[src/chg_defines.svh]
`ifndef CHG_DEFINES_SVH
`define CHG_DEFINES_SVH
`define CHG_SLAVE_ADDR 7'h6B
`define CHG_FIRST_SET_REG 8'h00
`define CHG_LAST_SET_REG 8'h08
`define CHG_FAULT_REG 8'h09
`define CHG_SET_RST_VAL 8'h00
`define CHG_BOOST_FAULT_BIT 6
`define CHG_BAT_FAULT_BIT 5
`define CHG_THERM_LSB 0
`define CHG_THERM_MSB 2
`define CHG_MCLK_HZ 25000000
`define CHG_INT_PULSE_US 256
`define CHG_INT_CYCLES ((`CHG_INT_PULSE_US * (`CHG_MCLK_HZ / 1000000)))
`define CHG_INT_CNT_W 13
`endif

[src/chg_pkg.sv]
package chg_pkg;
  typedef enum logic [2:0] {
    CHG_IDLE = 3'h0,
    CHG_ADDR = 3'h1,
    CHG_ACK = 3'h3,
    CHG_RX = 3'h2,
    CHG_TX = 3'h6,
    CHG_TXACK = 3'h7,
    CHG_NACK = 3'h5
  } chg_state_t;
  typedef struct packed {
    logic boost_ovp;
    logic bat_ovp;
    logic sys_ovp;
    logic sys_ocp;
    logic bat_short;
    logic supply_insert;
    logic [2:0] therm;
  } chg_prot_t;
  typedef struct packed {
    logic stop_switch;
    logic exit_boost;
    logic charge_off;
    logic low_current;
    logic path_switch_on;
  } chg_ctl_t;
endpackage : chg_pkg

[src/chg_sync.sv]
`timescale 1ns/100ps
`default_nettype none
module chg_sync (
  input wire logic mclk,
  input wire logic rst_n,
  input wire logic d,
  output logic q
);
  logic s1_q;
  // idle-high bus: reset to one so no false start appears
  always_ff @(posedge mclk) begin
    if (!rst_n) begin
      s1_q <= 1'b1;
      q <= 1'b1;
    end else begin
      s1_q <= d;
      q <= s1_q;
    end
  end
endmodule : chg_sync
`default_nettype wire

[src/chg_int_pulse.sv]
`timescale 1ns/100ps
`default_nettype none
`include "chg_defines.svh"
module chg_int_pulse (
  input wire logic mclk,
  input wire logic rst_n,
  input wire logic trig,
  output logic int_n
);
  logic [`CHG_INT_CNT_W-1:0] cnt_q;
  // a trigger during a pulse restarts it rather than being dropped
  always_ff @(posedge mclk) begin
    if (!rst_n) begin
      cnt_q <= '0;
      int_n <= 1'b1;
    end else if (trig) begin
      cnt_q <= `CHG_INT_CNT_W'(`CHG_INT_CYCLES - 1);
      int_n <= 1'b0;
    end else if (cnt_q != '0) begin
      cnt_q <= cnt_q - 1'b1;
    end else begin
      int_n <= 1'b1;
    end
  end
endmodule : chg_int_pulse
`default_nettype wire

[src/chg_i2c_slave.sv]
`timescale 1ns/100ps
`default_nettype none
`include "chg_defines.svh"
// Summary of operation
// - answer only address 6BH, never master
// - supports 100k and 400k bus rates
// - open-drain lines, pull low or release
// - sda changes only while scl low
// - busy from start until stop
// - eight bits per byte, msb first
// - ack follows each byte, master clocks
// - sender releases sda, receiver pulls low
// - slave may stretch scl between bytes
// - first byte: address plus direction bit
// - undefined register address gets nack, idle
// - sequential access over setting registers 0-8
// - fault latch held until read, then clears
// - fault register excluded from sequential access
// - boost input overvoltage: stop, exit, flag, interrupt
// - battery overvoltage: disable charge, flag, interrupt
// - system rail overvoltage stops converter
// - battery short: low safety charge current
// - overcurrent latches path switch off
// - interrupt events give fixed low pulse
// - no new fault interrupt until read
module chg_i2c_slave (
  input wire logic mclk,
  input wire logic rst_n,
  input wire logic scl_i,
  output logic scl_o,
  output logic scl_oe,
  input wire logic sda_i,
  output logic sda_o,
  output logic sda_oe,
  input wire chg_pkg::chg_prot_t prot_i,
  input wire logic stretch_req,
  output chg_pkg::chg_ctl_t ctl_o,
  output logic [71:0] settings_o,
  output logic bus_busy,
  output logic int_n
);
  logic scl_s, sda_s, scl_p_q, sda_p_q;
  chg_pkg::chg_prot_t prot_s;
  chg_pkg::chg_state_t state_q;
  logic [7:0] sh_q;
  logic [3:0] bit_q;
  logic [7:0] ptr_q;
  logic ptr_set_q;
  logic rw_q;
  // set once the pointer has moved or a byte has gone to the fault register inside a transfer; keeps the fault latch single-access
  logic moved_q;
  logic [7:0] regs_q [0:8];
  logic [7:0] fault_q;
  logic fault_pend_q;
  logic int_trig;
  logic [6:0] fault_ev;
  logic path_off_q, supply_p_q;
  logic fault_rd;
  logic [7:0] tx_byte;

  ////////////////////////////////////////////////////////////////////////////////
  // bus and protection pins are asynchronous and pass two flops first; stretch_req is used as it comes
  chg_sync u_scl (.mclk(mclk), .rst_n(rst_n), .d(scl_i), .q(scl_s));
  chg_sync u_sda (.mclk(mclk), .rst_n(rst_n), .d(sda_i), .q(sda_s));
  for (genvar g = 0; g < 9; g++) begin : g_prot
    chg_sync u_p (.mclk(mclk), .rst_n(rst_n), .d(~prot_i[g]), .q(prot_s[g]));
  end
  // prot_s holds inverted levels because the synchroniser resets high

  function automatic logic in_settings(input logic [7:0] a);
    in_settings = (a <= `CHG_LAST_SET_REG);
  endfunction : in_settings

  function automatic logic defined_reg(input logic [7:0] a);
    defined_reg = in_settings(a) || (a == `CHG_FAULT_REG);
  endfunction : defined_reg

  wire scl_rise = scl_s & ~scl_p_q;
  wire scl_fall = ~scl_s & scl_p_q;
  wire start_c = scl_s & scl_p_q & sda_p_q & ~sda_s;
  wire stop_c = scl_s & scl_p_q & ~sda_p_q & sda_s;

  always_ff @(posedge mclk) begin
    if (!rst_n) begin
      scl_p_q <= 1'b1;
      sda_p_q <= 1'b1;
    end else begin
      scl_p_q <= scl_s;
      sda_p_q <= sda_s;
    end
  end

  always_ff @(posedge mclk) begin
    if (!rst_n) begin
      bus_busy <= 1'b0;
    end else if (start_c) begin
      bus_busy <= 1'b1;
    end else if (stop_c) begin
      bus_busy <= 1'b0;
    end
  end

  ////////////////////////////////////////////////////////////////////////////////
  // byte engine
  assign tx_byte = (ptr_q == `CHG_FAULT_REG && !moved_q) ? fault_q :
                   (in_settings(ptr_q) ? regs_q[ptr_q[3:0]] : 8'h00);
  wire [7:0] rx_byte = {sh_q[6:0], sda_s};
  assign fault_rd = (state_q == chg_pkg::CHG_TXACK) && scl_rise && rw_q
                    && (ptr_q == `CHG_FAULT_REG) && !moved_q;

  always_ff @(posedge mclk) begin
    if (!rst_n) begin
      state_q <= chg_pkg::CHG_IDLE;
      sh_q <= 8'h00;
      bit_q <= 4'h0;
      ptr_q <= 8'h00;
      ptr_set_q <= 1'b0;
      rw_q <= 1'b0;
      moved_q <= 1'b0;
      sda_o <= 1'b0;
      sda_oe <= 1'b0;
    end else if (start_c) begin
      state_q <= chg_pkg::CHG_ADDR;
      bit_q <= 4'h0;
      moved_q <= 1'b0;
      sda_oe <= 1'b0;
      ptr_set_q <= 1'b0;
    end else if (stop_c) begin
      state_q <= chg_pkg::CHG_IDLE;
      sda_oe <= 1'b0;
    end else begin
      case (state_q)
        chg_pkg::CHG_ADDR, chg_pkg::CHG_RX: begin
          if (scl_rise) begin
            sh_q <= rx_byte;
            bit_q <= bit_q + 4'h1;
          end else if (scl_fall && bit_q == 4'h8) begin
            bit_q <= 4'h0;
            if (state_q == chg_pkg::CHG_ADDR) begin
              if (sh_q[7:1] == `CHG_SLAVE_ADDR) begin
                rw_q <= sh_q[0];
                sda_oe <= 1'b1;
                state_q <= chg_pkg::CHG_ACK;
              end else begin
                state_q <= chg_pkg::CHG_IDLE;
              end
            end else if (!ptr_set_q) begin
              if (defined_reg(sh_q)) begin
                ptr_q <= sh_q;
                ptr_set_q <= 1'b1;
                sda_oe <= 1'b1;
                state_q <= chg_pkg::CHG_ACK;
              end else begin
                state_q <= chg_pkg::CHG_NACK;
              end
            end else if (in_settings(ptr_q)) begin
              sda_oe <= 1'b1;
              ptr_q <= ptr_q + 8'h01;
              moved_q <= 1'b1;
              state_q <= chg_pkg::CHG_ACK;
            end else if (ptr_q == `CHG_FAULT_REG && !moved_q) begin
              sda_oe <= 1'b1;
              moved_q <= 1'b1;
              state_q <= chg_pkg::CHG_ACK;
            end else begin
              state_q <= chg_pkg::CHG_NACK;
            end
          end
        end
        chg_pkg::CHG_ACK: begin
          if (scl_fall) begin
            if (rw_q) begin
              sda_oe <= ~tx_byte[7];
              sh_q <= {tx_byte[6:0], 1'b0};
              bit_q <= 4'h1;
              state_q <= chg_pkg::CHG_TX;
            end else begin
              sda_oe <= 1'b0;
              state_q <= chg_pkg::CHG_RX;
              if (ptr_set_q && bit_q == 4'h0 && ptr_q != `CHG_FAULT_REG
                  && state_q == chg_pkg::CHG_ACK) begin
                bit_q <= 4'h0;
              end
            end
          end
        end
        chg_pkg::CHG_TX: begin
          if (scl_fall) begin
            if (bit_q == 4'h8) begin
              sda_oe <= 1'b0;
              state_q <= chg_pkg::CHG_TXACK;
            end else begin
              sda_oe <= ~sh_q[7];
              sh_q <= {sh_q[6:0], 1'b0};
              bit_q <= bit_q + 4'h1;
            end
          end
        end
        chg_pkg::CHG_TXACK: begin
          if (scl_rise) begin
            if (sda_s || ptr_q == `CHG_FAULT_REG) begin
              state_q <= chg_pkg::CHG_NACK;
            end else begin
              ptr_q <= ptr_q + 8'h01;
              moved_q <= 1'b1;
              state_q <= chg_pkg::CHG_ACK;
            end
            bit_q <= 4'h0;
          end
        end
        chg_pkg::CHG_NACK: begin
          sda_oe <= 1'b0;
        end
        default: begin
          sda_oe <= 1'b0;
        end
      endcase
    end
  end

  // stretching only ever holds scl low between bytes
  always_ff @(posedge mclk) begin
    if (!rst_n) begin
      scl_o <= 1'b0;
      scl_oe <= 1'b0;
    end else begin
      scl_oe <= stretch_req && ~scl_s && (state_q == chg_pkg::CHG_ACK);
    end
  end

  ////////////////////////////////////////////////////////////////////////////////
  // setting registers, written one byte per data phase
  wire wr_data = (state_q == chg_pkg::CHG_RX) && ptr_set_q && scl_fall
                 && (bit_q == 4'h8) && in_settings(ptr_q) && !start_c && !stop_c;
  always_ff @(posedge mclk) begin
    if (!rst_n) begin
      for (int i = 0; i < 9; i++) begin
        regs_q[i] <= `CHG_SET_RST_VAL;
      end
    end else if (wr_data) begin
      regs_q[ptr_q[3:0]] <= sh_q;
    end
  end

  always_ff @(posedge mclk) begin
    for (int i = 0; i < 9; i++) begin
      settings_o[i*8 +: 8] <= regs_q[i];
    end
  end

  ////////////////////////////////////////////////////////////////////////////////
  // protection and fault latch
  always_ff @(posedge mclk) begin
    if (!rst_n) begin
      supply_p_q <= 1'b0;
      path_off_q <= 1'b0;
    end else begin
      supply_p_q <= ~prot_s.supply_insert;
      if (~prot_s.supply_insert && !supply_p_q) begin
        path_off_q <= 1'b0;
      end else if (~prot_s.sys_ocp) begin
        path_off_q <= 1'b1;
      end
    end
  end

  always_ff @(posedge mclk) begin
    if (!rst_n) begin
      ctl_o <= '0;
    end else begin
      ctl_o.stop_switch <= ~prot_s.sys_ovp | ~prot_s.boost_ovp;
      ctl_o.exit_boost <= ~prot_s.boost_ovp;
      ctl_o.charge_off <= ~prot_s.bat_ovp;
      ctl_o.low_current <= ~prot_s.bat_short;
      ctl_o.path_switch_on <= ~path_off_q;
    end
  end

  assign fault_ev = {~prot_s.boost_ovp, ~prot_s.bat_ovp, 5'h00};
  wire new_fault = |(fault_ev & ~fault_q[6:0]);
  wire [2:0] therm_now = ~prot_s.therm;

  // a fault arriving with the read wins over the clear
  always_ff @(posedge mclk) begin
    if (!rst_n) begin
      fault_q <= 8'h00;
      fault_pend_q <= 1'b0;
    end else begin
      fault_q[`CHG_THERM_MSB:`CHG_THERM_LSB] <= therm_now;
      if (fault_rd) begin
        fault_q[`CHG_BOOST_FAULT_BIT] <= fault_ev[6];
        fault_q[`CHG_BAT_FAULT_BIT] <= fault_ev[5];
        fault_pend_q <= |fault_ev[6:5];
      end else begin
        fault_q[`CHG_BOOST_FAULT_BIT] <= fault_q[6] | fault_ev[6];
        fault_q[`CHG_BAT_FAULT_BIT] <= fault_q[5] | fault_ev[5];
        if (new_fault) begin
          fault_pend_q <= 1'b1;
        end
      end
    end
  end

  logic [2:0] therm_p_q;
  always_ff @(posedge mclk) begin
    if (!rst_n) begin
      therm_p_q <= 3'h0;
    end else begin
      therm_p_q <= therm_now;
    end
  end

  // latched faults interrupt only while nothing is pending; thermistor always
  assign int_trig = (new_fault && !fault_pend_q) || (therm_now != therm_p_q);

  chg_int_pulse u_int (.mclk(mclk), .rst_n(rst_n), .trig(int_trig), .int_n(int_n));
endmodule : chg_i2c_slave
`default_nettype wire

[config.mk]
export PLATFORM = sky130hd
export DESIGN_NAME = chg_i2c_slave
export DESIGN_NICKNAME = d
export VERILOG_FILES = /design/src/chg_pkg.sv /design/src/chg_sync.sv /design/src/chg_int_pulse.sv /design/src/chg_i2c_slave.sv
export VERILOG_INCLUDE_DIRS = /design/src
export SDC_FILE = /design/constraint.sdc
export NUM_CORES = 1
export LEC_CHECK = 0
export ABC_AREA = 1
export BUFFER_PORTS_ARGS = -buffer_cell sky130_fd_sc_hd__buf_2
export CORE_ASPECT_RATIO = 0.5
export CORE_MARGIN = 4
export CORE_UTILIZATION = 45
export CTS_BUF_LIST = sky130_fd_sc_hd__clkbuf_8
export DETAILED_ROUTE_END_ITERATION = 12
export SYNTH_ARGS = -nofsm -noshare
export SYNTH_HDL_FRONTEND = slang
export SYNTH_SLANG_ARGS = --single-unit
[constraint.sdc]
create_clock -name mclk -period 3.9 [get_ports mclk]
set_input_delay 0.39 -clock mclk [delete_from_list [all_inputs] [get_ports mclk]]
set_output_delay 0.39 -clock mclk [all_outputs]
set_load 0.02 [all_outputs]
# Yosys cells after proc, flatten, opt, wreduce, memory -nomap -nowiden
# Memories as Yosys holds them, arrays and structs flattened. A register that Yosys moved wholly into a read port is not among the register bits.
# Index checks and enable logic that the tools add are counted.
# word_totals
mem_bits_rw	72
memories	1
rom_bits	0
out_inout_bits	83
latch_bits	0
reg_bits	80
# mem_list
memory	words	word_bits	rd	rd_ports_with_merged_regs	write_ports	line_no	text
regs_q	9	8	10	10	9	chg_i2c_slave.sv:52	logic [7:0] regs_q [0:8];
# classes
n_mul	0
shift	0
reduce_logical	53
magnitude_cmp	2
muxes	83
addsub	3
div_mod_pow	0
n_eq_ne	38
bitwise_logic	40
# op_table
cell	n
$mux 8	16
$mux 4	11
$mux 3	13
$mux 1	33
$ne 4x4->1 const B	7
$not 1->1	27
$mux 13	2
$ne 2x2->1 const B	13
$pmux 8 s3	1
$reduce_and 8->1	3
$reduce_and 7->1	3
$logic_and 1x1->1	19
$eq 8x4->1 const B	2
$le 8x4->1 const B	2
$pmux 4 s4	1
$pmux 8 s2	1
$ne 3x3->1 const B	5
$reduce_bool 13->1	1
$sub 13x1->13 const B	1
$pmux 3 s4	1
$reduce_and 10->1	1
$reduce_or 2->1	5
$reduce_and 9->1	1
$add 8x1->8 const B	1
29 further kinds	49

# Depth between registers and ports, before layout
# Gate-level depths: netlist (run 1).
# depth
ltp_word	12
mapped_depth	13
depth_no_buf	13

# Hierarchy
# A second synthesis (run 1) with hierarchy kept.
# unflattened
cells_unflattened	1156
area_unflattened_um2	10931.7
# by_module_without_submodules
module	area_per_inst_um2	cells_each	n_inst
chg_i2c_slave	9584.2	980	1
chg_int_pulse	742.0	110	1
chg_sync	55.1	6	11

# Worst setup path after synthesis (run 1)
# Ideal clock, no wire load.
# synth_timing
path_type	register to register
startpoint	register bit_q[0]
endpoint	memory regs_q[10][0], enable pin
path_buffers	0
stages_incl_launch_ff	11
required_time_ns	3.517
synth_period_minus_slack_ns	2.163
t_arrival_ns	1.780
path_slack_ns	1.737
cell_sequence	dfxtp_1 > inv_1 > ha_1 > nand2_1 > inv_1 > nand3_1 > inv_1 > nand2_1 > nor2_1 > nand3_2 > nor3_1
# synth_lines
element	line_no	text
start, declared	chg_i2c_slave.sv:46	logic [3:0] bit_q;
start signal, assigned	chg_i2c_slave.sv:136	bit_q <= bit_q + 4'h1;
start signal, assigned	chg_i2c_slave.sv:195	bit_q <= bit_q + 4'h1;
end, declared	chg_i2c_slave.sv:52	

==> results of run 1 <==
[stage by stage]
stage                     cell area [um2]  cells  total power, uW
after global placement              11700   1518             5260
after detailed placement            11700   1518             5280
after global routing                12600   1598             8150
final                               12600   1598             7730
after CTS                           12600   1597             7770
after floorplan                     10900   1153             4740
[logic make-up (layout without fill, tap and decap cells)]
logic type / Yosys count / in the layout / share of synthesized area
compound gates: 119 / 119 / 0.0593
xor+xnor: 14 / 14 / 0.0114
other cells: 1 / 34 / 0.000347
fa+ha+maj: 7 / 7 / 0.00811
buf+inv: 115 / 253 / 0.0416
simple gates: 580 / 580 / 0.234
flops: 284 / 284 / 0.645
[cell usage in the layout (no fill, tap or decap), types with 3 or more instances in the layout]
| cell type | n |
|---|---|
| clkbuf_8 | 47 |
| dlygate4sd3_1 | 10 |
| nor2_4 | 3 |
| clkinv_1 | 5 |
| xor2_1 | 12 |
| inv_1 | 74 |
| o21ai_1 | 3 |
| nand2_1 | 256 |
| ha_1 | 7 |
| buf_4 | 6 |
| nand2_2 | 12 |
| nor2_1 | 127 |
| a21oi_1 | 74 |
| clkinv_2 | 4 |
| a22oi_1 | 8 |
| conb_1 | 34 |
| inv_2 | 7 |
| edfxtp_1 | 128 |
| nor3_1 | 14 |
| buf_2 | 94 |
| o21ai_0 | 25 |
| bufinv_16 | 4 |
| nand3_1 | 125 |
| nor2_2 | 8 |
| or2_2 | 19 |
| dfxtp_1 | 155 |
| nand4_1 | 7 |
[metal layers]
metal,routed length [um],global-route usage,part of all wire,vias to the layer above
met3,2210,0.0513,0.080,47
li1,-,-,-,3966
met5,0,0,0,-
met4,614,0.0631,0.022,0
met2,12400,0.316,0.45,310
met1,12500,0.289,0.45,3902
[worst register-to-register path: stages, from the launching register on]
cell,delay (ns)
dfxtp_1,0.37
inv_2,0.07
nand3_1,0.17
inv_1,0.08
nor2_1,0.12
nand2_1,0.16
nor2_1,0.17
nand3_2,0.24
nor3_1,0.89
[report_power, final]
group	internal [uW]	switching (uW)	total [uW]	leakage [uW]
clock	1370	1120	2480	0.000484
combinational	453	1260	1710	0.00217
sequential	3350	187	3540	0.00259
[flip-flops by register name, indices dropped and copies added (netlist names), 2 cells and up, named ones only]
signal and cells:
g_prot.u_p.s1_q 9, g_prot.u_p.q 9, bit_q 4, u_int.cnt_q 13, therm_p_q 3, ptr_q 8
sh_q 8, fault_q 2, ctl_o 5, state_q 3, settings_o 72, regs_q 128
[what timing repair did]
item	in CTS	in global routing
endpoints found under the hold margin	9	1
hold buffers	9	1
resized for setup	0	0
endpoints found under the setup margin	0	0
[layout make-up]
| class | instances | area share |
|---|---|---|
| clock buffer | 47 | 0.0513 |
| clock inverter | 23 | 0.0163 |
| inverter | 73 | 0.0217 |
| multi-input combinational | 754 | 0.278 |
| sequential | 284 | 0.553 |
| tap | 307 | 0.0305 |
| timing repair buffer | 110 | 0.0488 |
[worst max-delay path by stage]
stage | to | slack (ns)
2_1_floorplan | regs_q[10][0] | 1.74
3_3_place_gp | regs_q[10][5] | 1.40
3_5_place_dp | regs_q[10][1] | 1.26
4_1_cts | regs_q[10][4] | 1.26
5_1_grt | regs_q[10][4] | 0.95
6_report | regs_q[10][4] | 1.28
==> metrics.md, run 1 <==
| Metric | Value |
|---|---|
| Status | `completed` |
| Setup tns final | `0 ns` |
| CP top delay family | `simple AND/OR/NAND/NOR gates` |
| CP startpoint | `u_sda.q` |
| Row count | `39` |
| Syn Inst Count | `approximately 1100` |
| Vias in the first global route | `slightly below 8000` |
| Final critical-path share of the clock period | `0.673` |
| Ys flop type | `dfxtp_1` |
| CTS HTree Levels | `2` |
| Most frequent cell after synthesis | `nand2_1` |
| Final setup margin | `1.28 ns` |
| Clock tree buffer depth | `3` |
| HP Class | `input port to register` |
| Antenna violations before repair | `0` |
| CP Launch Type | `register` |
| Post-synthesis async set-or-reset flop share | `0` |
| Synth Cell Area | `10800 um2` |
| Worst reg2reg setup slack | `approximately 1.3 ns` |
| Final Hold Vio Count | `0` |
| RSZ-0062 raised after global routing | `no` |
| Fin crit period | `approximately 2.6 ns` |
| Core area | `about 23000 um2` |
| Final slew viol count | `0` |
| Share of layout cells above drive strength 1 | `0.166` |
| Worst hold margin | `0.0673 ns` |
| Total grt overflow | `0` |
| Post-synthesis cell type count | `40` |
| Initial Utilization | `0.465` |
| Drt drc | `0` |
| Final Routed Wirelength | `roughly 28 mm` |
| Clock skew | `approximately 0.04 ns` |
| Largest net degree at the start of global routing | `65` |
| Synth area leaders | `edfxtp_1 36%, dfxtp_1 29%, nand2_1 8.9%` |
| Register area | `between 6000 and 7000 um2` |
| DR vias | `around 8000` |
| Die area | `between 20000 and 30000 um2` |
| Drt via density | `approximately 5.1` |
| Final GP Congestion | `around 0.93` |
| TritonRoute pass-1 iters | `5` |
| Sink Count | `284` |
| Post-synth top area share | `0.356` |
| DPL Wire Length | `18.7 mm` |
| Register area share after synthesis | `0.645` |
| # setup viols final | `0` |
| Diode count | `0` |
| Yosys warns | `0` |
| Cell mode on critical path | `nor2_1` |
| I/O Buffers | `94` |
| Slew headroom | `0.230` |
| Root buf cell | `clkbuf_8` |
| I/O pins | `between 90 and 100` |
| Leakage | `roughly 0.0052 uW` |
| Crit path depth | `8` |
| Reg2Reg Depth | `8` |
| Syn-to-layout area delta | `16.7%` |
| Slew @ Worst Pin | `around 1.2 ns` |
| Synthesized flop and latch total | `about 280` |
| Pre-CTS setup slack | `about 1.3 ns` |
| Post-Route Utilization | `0.543` |
| Hold Crit Depth | `2` |
| Worst hold start | `sda_i` |
| CP max stage delay | `about 0.88 ns` |
| GRT Resource Usage Total | `0.206` |
| CP Max Fanout | `8` |
| Largest area contributor in the netlist | `edfxtp_1` |
| Arr. time, crit path | `2.80 ns` |
| TritonCTS buffer count | `40` |
| DRT antenna net count | `0` |
| R2r startpoint | `u_sda.q` |
| Hold endpoint | `u_sda.s1_q` |
| Drt initial violations | `635` |
| Number of synthesized flops with an enable pin | `around 130` |
| Critical Path RT | `4.08 ns` |
| CP Class | `register to register` |
| Slowest CP cell | `nor3_1` |
| Fmax | `0.381 GHz` |
| First-pass GRT wire length | `43.2 mm` |
| Clock latency on the worst-skew pair | `0.58 ns` |
| # fillers | `~2100` |
| Die height | `about 120 um` |
| CP Cell Sequence | `inv_2 -> nand3_1 -> inv_1 -> nor2_1 -> nand2_1 -> nor2_1 -> nand3_2 -> nor3_1` |
| Pwr/cell area | `approximately 610 nW/um2` |
| Post-DR wirelength/cell | `approximately 17 um` |
| CTS clock-pin slew for the worst setup and hold paths | `0.06 ns` |
| Synth top cells by count | `256 x nand2_1, 156 x dfxtp_1, 128 x edfxtp_1` |
| Worst setup EP type | `register` |
| Syn Area/Cell | `9.64 um2` |
| Nets | `~1300` |
| Max-Cap Viols | `0` |
| Max IR drop VDD | `0.426 mV` |
| Die Wd | `around 230 um` |
| CTS tree | `built` |
| Worst R2R End | `regs_q[10][4]` |
| Multi-input logic area | `3510 um2` |
| Buf/Inv on CP | `2` |
| Post-CTS setup buffers | `0` |
No activity file was read; power rests on OpenSTA's default activity.
==> inputs of run 2 (changes only) <==
==> constraint.sdc (replaced) <==
create_clock -name mclk -period 2.6 [get_ports mclk]
set_input_delay 0.26 -clock mclk [delete_from_list [all_inputs] [get_ports mclk]]
set_output_delay 0.26 -clock mclk [all_outputs]
set_load 0.02 [all_outputs]
==> metrics.md, run 2 (synthesis results as in run 1) <==
| Metric | Value |
|---|---|
| Fin crit period | `2.32 ns (was 2.62 ns)` |
| Core area | `23200 um2 (unchanged)` |
| Leakage | `0.00532 uW (was 0.00524 uW)` |
| Post-DR wirelength/cell | `16.9 um (was 17.4 um)` |
| # setup viols final | `0 (unchanged)` |
| Top Registers | `regs_q (128), settings_o (72), u_int.cnt_q (13) (unchanged)` |
| Status | `completed (unchanged)` |
| I/O pins | `97 (unchanged)` |
| M1 wire length | `12.4 mm (was 12.5 mm)` |
| Drt drc | `0 (unchanged)` |
| CP Cell Sequence | `inv_1 -> ha_1 -> inv_1 -> o21ai_0 -> nand2_1 -> inv_1 -> nand3_4 -> nor2_4 -> nand2_2 -> nand2_2 (was inv_2 -> nand3_1 -> inv_1 -> nor2_1 -> nand2_1 -> nor2_1 -> nand3_2 -> nor3_1)` |
| CP Launch Type | `register (unchanged)` |
| Die height | `118 um (unchanged)` |
| Final slew viol count | `0 (unchanged)` |
| DRT antenna net count | `0 (unchanged)` |
| CP Class | `register to register (unchanged)` |
| Die area | `26700 um2 (unchanged)` |
| Share of layout cells above drive strength 1 | `0.181 (was 0.166)` |
| Seq pwr share | `0.457 (about the same)` |
| # fillers | `2166 (was 2093)` |
| Buf/Inv on CP | `3 (was 2)` |
| Number of flip-flops in the largest register | `128 (unchanged)` |
| Root buf cell | `clkbuf_8 (unchanged)` |
| Nets | `1297 (was 1284)` |
| Total grt overflow | `0 (unchanged)` |
| Clock tree buffer depth | `3 (unchanged)` |
| Fmax | `0.431 GHz (was 0.381 GHz)` |
| Diode count | `0 (unchanged)` |
| Met2 WL | `12.2 mm (was 12.4 mm)` |
| Cell mode on critical path | `inv_1 (was nor2_1)` |
| CTS HTree Levels | `2 (unchanged)` |
| Worst R2R End | `regs_q[0][6] (was regs_q[10][4])` |
| CTS clock-pin slew for the worst setup and hold paths | `0.07 ns (was 0.06 ns)` |
| Initial Utilization | `0.465 (unchanged)` |
| Hold endpoint | `sda_oe (was u_sda.s1_q)` |
| I/O Buffers | `94 (unchanged)` |
| Slew headroom | `0.522 (was 0.230)` |
| Gate power share | `0.229 (was 0.221)` |
| First-pass GRT wire length | `43.3 mm (was 43.2 mm)` |
| Max IR drop VDD | `0.424 mV (was 0.426 mV)` |
| CP Max Fanout | `9 (was 8)` |
| DPL Wire Length | `18.7 mm (about the same)` |
| Internal power | `7700 uW (was 5170 uW)` |
| Hold Crit Depth | `3 (was 2)` |
| Antenna violations before repair | `0 (unchanged)` |
| GRT Resource Usage Total | `0.205 (was 0.206)` |
| Worst hold start | `rst_n (was sda_i)` |
| CP max stage delay | `0.35 ns (was 0.88 ns)` |
| Final Routed Wirelength | `27.3 mm (was 27.7 mm)` |
| Slew @ Worst Pin | `0.716 ns (was 1.16 ns)` |
| Sw Pwr | `3850 uW (was 2560 uW)` |
| Setup tns final | `0 ns (unchanged)` |
| Commonest non-fill, non-tap cell in the layout | `nand2_1 (unchanged)` |
| Final critical-path share of the clock period | `0.892 (was 0.673)` |
| R2r startpoint | `ptr_q[0] (was u_sda.q)` |
| HP Class | `input port to register (unchanged)` |
| Clk network pwr share | `0.315 (was 0.321)` |
| WL met3 | `2.28 mm (was 2.21 mm)` |
| Drt via density | `5.07 (was 5.15)` |
| Max-Cap Viols | `0 (unchanged)` |
| Final Hold Vio Count | `0 (unchanged)` |
| Final GP Congestion | `0.894 (was 0.925)` |
| DR vias | `8196 (was 8225)` |
| Uppermost layer routed | `met4 (unchanged)` |
| Net Sw Frac | `0.333 (was 0.332)` |
| Worst setup EP type | `register (unchanged)` |
| Largest Register | `regs_q (unchanged)` |
| Row count | `39 (unchanged)` |
| Largest net degree at the start of global routing | `65 (unchanged)` |
| Clock latency on the worst-skew pair | `0.55 ns (was 0.58 ns)` |
| CTS tree | `built (unchanged)` |
| Vias in the first global route | `7990 (was 7875)` |
| Sink Count | `284 (unchanged)` |
| Clock skew | `0.0270 ns (was 0.0402 ns)` |
| Reg2Reg Depth | `10 (was 8)` |
| CP top delay family | `simple AND/OR/NAND/NOR gates (unchanged)` |
| Post-Route Utilization | `0.549 (was 0.543)` |
| Commonest cells after routing, fill and taps aside | `247 x nand2_1, 155 x dfxtp_1, 128 x edfxtp_1 (was 256 x nand2_1, 155 x dfxtp_1, 128 x edfxtp_1)` |
| Worst reg2reg setup slack | `0.28 ns (was 1.28 ns)` |
| Die Wd | `227 um (unchanged)` |
| Syn-to-layout area delta | `18.0% (was 16.7%)` |
| TritonCTS buffer count | `40 (unchanged)` |
| TritonRoute pass-1 iters | `5 (unchanged)` |
| Arr. time, crit path | `2.54 ns (was 2.80 ns)` |
| Slowest CP cell | `dfxtp_1 (was nor3_1)` |
| Drt initial violations | `677 (was 635)` |
| Critical Path RT | `2.82 ns (was 4.08 ns)` |
| RSZ-0062 raised after global routing | `no (unchanged)` |
| Pwr/cell area | `906 nW/um2 (was 614 nW/um2)` |
run 2: changes by cell type in the layout (fill, tap and decap cells not counted), sizes merged:
| cell | delta |
|---|---|
| clkbuf | +3 |
| bufinv | -2 |
| dlygate4sd3 | +2 |
| clkinvlp | -1 |
| clkinv | +1 |
| buf | +11 |
| inv | +3 |
run 2: worst register-to-register path, cell delays in order, from the launching register on:
cell     delay, ns
dfxtp_1       0.35
inv_1         0.11
ha_1          0.15
inv_1         0.06
o21ai_0       0.23
nand2_1       0.16
inv_1         0.14
nand3_4       0.16
nor2_4        0.26
nand2_2       0.15
nand2_2       0.22
run 2: layout make-up:
cell class	count	area [um2]	area share
Tap cell	307	384	0.0301
Sequential cell	284	6970	0.546
Timing Repair Buffer	123	731	0.0573
Clock buffer	50	688	0.0540
Multi-Input combinational cell	754	3550	0.278
Inverter	73	274	0.0215
Clock inverter	24	159	0.0125
run 2: power groups by stage:
stage	Clock, uW	Sequential, uW	Combinational (uW)
floorplan	0	5360	1750
global placement	0	5370	2570
detailed placement	0	5370	2580
CTS	3710	5280	2600
global route	3950	5320	2940
finish	3630	5280	2640
run 2: layer usage:
metal	vias up	track usage
li1	3999	-
met1	3876	0.291
met2	281	0.317
met3	40	0.0533
met4	0	0.0491
met5	-	0
run 2: metrics by stage:
step	area, um2	total power (uW)	setup WS, ns	hold WS [ns]	cells
6_report	12800	11500	0.281	0.142	1615
5_1_grt	12800	12200	0.0468	0.133	1615
4_1_cts	12700	11600	0.117	0.0912	1615
3_5_place_dp	11700	7950	0.150	0.356	1529
3_3_place_gp	11700	7930	0.214	0.361	1529
2_1_floorplan	10900	7110	0.437	0.330	1153
run 2: what timing repair did:
item	in CTS	in global routing
endpoints found under the setup margin	0	72
hold buffers	12	0
endpoints found under the hold margin	12	0
buffers inserted	0	0
gates resized for setup	0	12
run 2: how the worst max path moves through the flow:
stage | endpoint | from | cells after the start
final | regs_q[0][6] | ptr_q[0] | 10
after CTS | regs_q[8][3] | ptr_q[0] | 10
after detailed placement | regs_q[4][2] | ptr_q[0] | 10
after global routing | regs_q[0][2] | u_sda.q | 10
after global placement | regs_q[2][3] | ptr_q[0] | 10
after floorplan | regs_q[10][0] | bit_q[0] | 10
==> inputs of run 3 (changes only) <==
--- a/config.mk
+++ b/config.mk
@@ -13,6 +13,7 @@
 export CORE_UTILIZATION = 45
 export CTS_BUF_LIST = sky130_fd_sc_hd__clkbuf_8
 export DETAILED_ROUTE_END_ITERATION = 12
+export PLACE_DENSITY = 0.66
 export SYNTH_ARGS = -nofsm -noshare
 export SYNTH_HDL_FRONTEND = slang
 export SYNTH_SLANG_ARGS = --single-unit
==> constraint.sdc (replaced) <==
create_clock -name mclk -period 2.07 [get_ports mclk]
set_input_delay 0.207 -clock mclk [delete_from_list [all_inputs] [get_ports mclk]]
set_output_delay 0.207 -clock mclk [all_outputs]
set_load 0.02 [all_outputs]
==> metrics.md, run 3 (synthesis results as in run 1) <==
| Metric | Value |
|---|---|
| Status | `completed (unchanged)` |
| Drt via density | `5.06 (was 5.07)` |
| GRT Resource Usage Total | `0.201 (was 0.205)` |
| Core area | `23200 um2 (unchanged)` |
| Final Hold Vio Count | `0 (unchanged)` |
| Initial Utilization | `0.465 (unchanged)` |
| Slew @ Worst Pin | `0.632 ns (was 0.716 ns)` |
| Buf/Inv on CP | `4 (was 3)` |
| Register area | `6970 um2 (about the same)` |
| I/O Buffers | `94 (unchanged)` |
| # fillers | `2032 (was 2166)` |
| Multi-input logic area | `3610 um2 (was 3550 um2)` |
| Max IR drop VDD | `0.430 mV (was 0.424 mV)` |
| Antenna violations before repair | `0 (unchanged)` |
| TritonRoute pass-1 iters | `6 (was 5)` |
| Fin crit period | `1.96 ns (was 2.32 ns)` |
| CP Launch Type | `register (unchanged)` |
| CP Cell Sequence | `inv_1 -> ha_1 -> nand2_1 -> inv_2 -> nand3_2 -> inv_1 -> nand2_2 -> nor2_4 -> nand3_4 -> nor2_4 -> nand2_2 -> nand2_1 -> buf_4 (was inv_1 -> ha_1 -> inv_1 -> o21ai_0 -> nand2_1 -> inv_1 -> nand3_4 -> nor2_4 -> nand2_2 -> nand2_2)` |
| First-pass GRT wire length | `43.1 mm (was 43.3 mm)` |
| Largest net degree at the start of global routing | `36 (was 65)` |
| DR vias | `8437 (was 8196)` |
| I/O pins | `97 (unchanged)` |
| DRT antenna net count | `0 (unchanged)` |
| Commonest non-fill, non-tap cell in the layout | `nand2_1 (unchanged)` |
| Leakage | `0.00565 uW (was 0.00532 uW)` |
| Vias in the first global route | `8138 (was 7990)` |
| DPL Wire Length | `19.0 mm (was 18.7 mm)` |
| Critical Path RT | `2.34 ns (was 2.82 ns)` |
| Clock latency on the worst-skew pair | `0.55 ns (about the same)` |
| Sink Count | `284 (unchanged)` |
| Nets | `1351 (was 1297)` |
| Die area | `26700 um2 (unchanged)` |
| Final critical-path share of the clock period | `0.948 (was 0.892)` |
| Number of flip-flops in the largest register | `128 (unchanged)` |
| Die Wd | `227 um (unchanged)` |
| CP top delay family | `simple AND/OR/NAND/NOR gates (unchanged)` |
| Clock tree buffer depth | `3 (unchanged)` |
| Pwr/cell area | `1100 nW/um2 (was 906 nW/um2)` |
| Share of layout cells above drive strength 1 | `0.220 (was 0.181)` |
| CP Max Fanout | `5 (was 9)` |
| Commonest cells after routing, fill and taps aside | `249 x nand2_1, 154 x dfxtp_1, 128 x edfxtp_1 (was 247 x nand2_1, 155 x dfxtp_1, 128 x edfxtp_1)` |
| Final GP Congestion | `0.914 (was 0.894)` |
| Inst Count DP | `1581 (was 1529)` |
| HP Class | `input port to register (unchanged)` |
| Worst setup EP type | `register (unchanged)` |
| Syn-to-layout area delta | `23.0% (was 18.0%)` |
| CP Class | `register to register (unchanged)` |
| Total grt overflow | `0 (unchanged)` |
| Drt drc | `0 (unchanged)` |
| Slowest CP cell | `dfxtp_1 (unchanged)` |
| Max-Cap Viols | `0 (unchanged)` |
| Non-filler cells, final | `1669 (was 1615)` |
| Top Registers | `regs_q (128), settings_o (72), u_int.cnt_q (13) (unchanged)` |
| Final Routed Wirelength | `27.0 mm (was 27.3 mm)` |
| CTS HTree Levels | `2 (unchanged)` |
| Fmax | `0.510 GHz (was 0.431 GHz)` |
| Die height | `118 um (unchanged)` |
| Slew headroom | `0.578 (was 0.522)` |
| Root buf cell | `clkbuf_8 (unchanged)` |
| Post-DR wirelength/cell | `16.2 um (was 16.9 um)` |
| Largest Register | `regs_q (unchanged)` |
| CTS clock-pin slew for the worst setup and hold paths | `0.07 ns (about the same)` |
| CP max stage delay | `0.31 ns (was 0.35 ns)` |
| TritonCTS buffer count | `41 (was 40)` |
| CTS tree | `built (unchanged)` |
| Clock skew | `0.0301 ns (was 0.0270 ns)` |
| Drt initial violations | `672 (was 677)` |
| Diode count | `0 (unchanged)` |
| # setup viols final | `0 (unchanged)` |
| Post-Route Utilization | `0.572 (was 0.549)` |
| Row count | `39 (unchanged)` |
| Arr. time, crit path | `2.24 ns (was 2.54 ns)` |
| Final slew viol count | `0 (unchanged)` |
-- run 3: cell types whose count changed in the layout (fill, tap and decap cells not counted), sizes merged --
| cell | delta |
|---|---|
| bufinv | -1 |
| inv | -1 |
| buf | +53 |
| clkinv | +3 |
-- run 3: where the power goes --
| part | internal [uW] | leakage [uW] | total [uW] | switching [uW] |
|---|---|---|---|---|
| registers | 6310 | 0.00259 | 6580 | 271 |
| clock network | 2330 | 0.000485 | 4470 | 2140 |
| logic | 1100 | 0.00258 | 3620 | 2520 |
| total | 9750 | 0.00565 | 14700 | 4930 |
-- run 3: final timing paths --
kind / startpoint / endpoint / slack (ns) / depth (start not counted)
worst min register to register: regs_q[2][2] / settings_o[18] / 0.38 / 0
worst max-delay path: bit_q[0] / regs_q[0][2] / 0.11 / 13
worst min-delay path: rst_n / u_int.cnt_q[4] / 0.09 / 3
worst max register to register: bit_q[0] / regs_q[0][2] / 0.11 / 13
-- run 3: worst register-to-register path, delay by kind of cell, from the launching register on --
family | cells | cell delay, ns
and+or+nand+nor | 8 | 0.89
DFF | 1 | 0.31
adders and majority gates | 1 | 0.14
buffers and inverters | 4 | 0.38
-- run 3: area by class of cell --
cell class,instances,area share
clock buffers,50,0.0518
clock inverters,25,0.0105
inverters,73,0.0208
multi-input cells,754,0.272
flip-flops and latches,284,0.524
well taps,307,0.0289
repair buffers,176,0.0917
-- run 3: routing by layer --
metal,vias up,global-route usage,wire [um]
li1,4110,-,-
met5,-,0,0
met4,0,0.0385,377
met3,34,0.0556,2170
met2,298,0.312,12100
met1,3995,0.285,12400
-- run 3: what timing repair did --
action                                 in CTS  in global routing
pin swaps                                   1                  4
hold buffers                               12                  0
gates resized for setup                     5                 29
endpoints found under the hold margin      12                  0
buffers inserted                            0                  1
setup endpoints to repair                  54                144
-- run 3: through the flow --
stage	TNS (ns)	setup WS (ns)	cell area, um2	hold slack (ns)	power, uW
3_3_place_gp	-0.184	-0.00960	12200	0.357	10100
4_1_cts	0	0.0236	13200	0.0656	14700
5_1_grt	-0.0188	-0.00415	13300	0.118	15500
2_1_floorplan	-2.24	-0.0933	10900	0.277	8930
6_report	0	0.108	13300	0.0924	14700
3_5_place_dp	-1.67	-0.0546	12200	0.361	10200
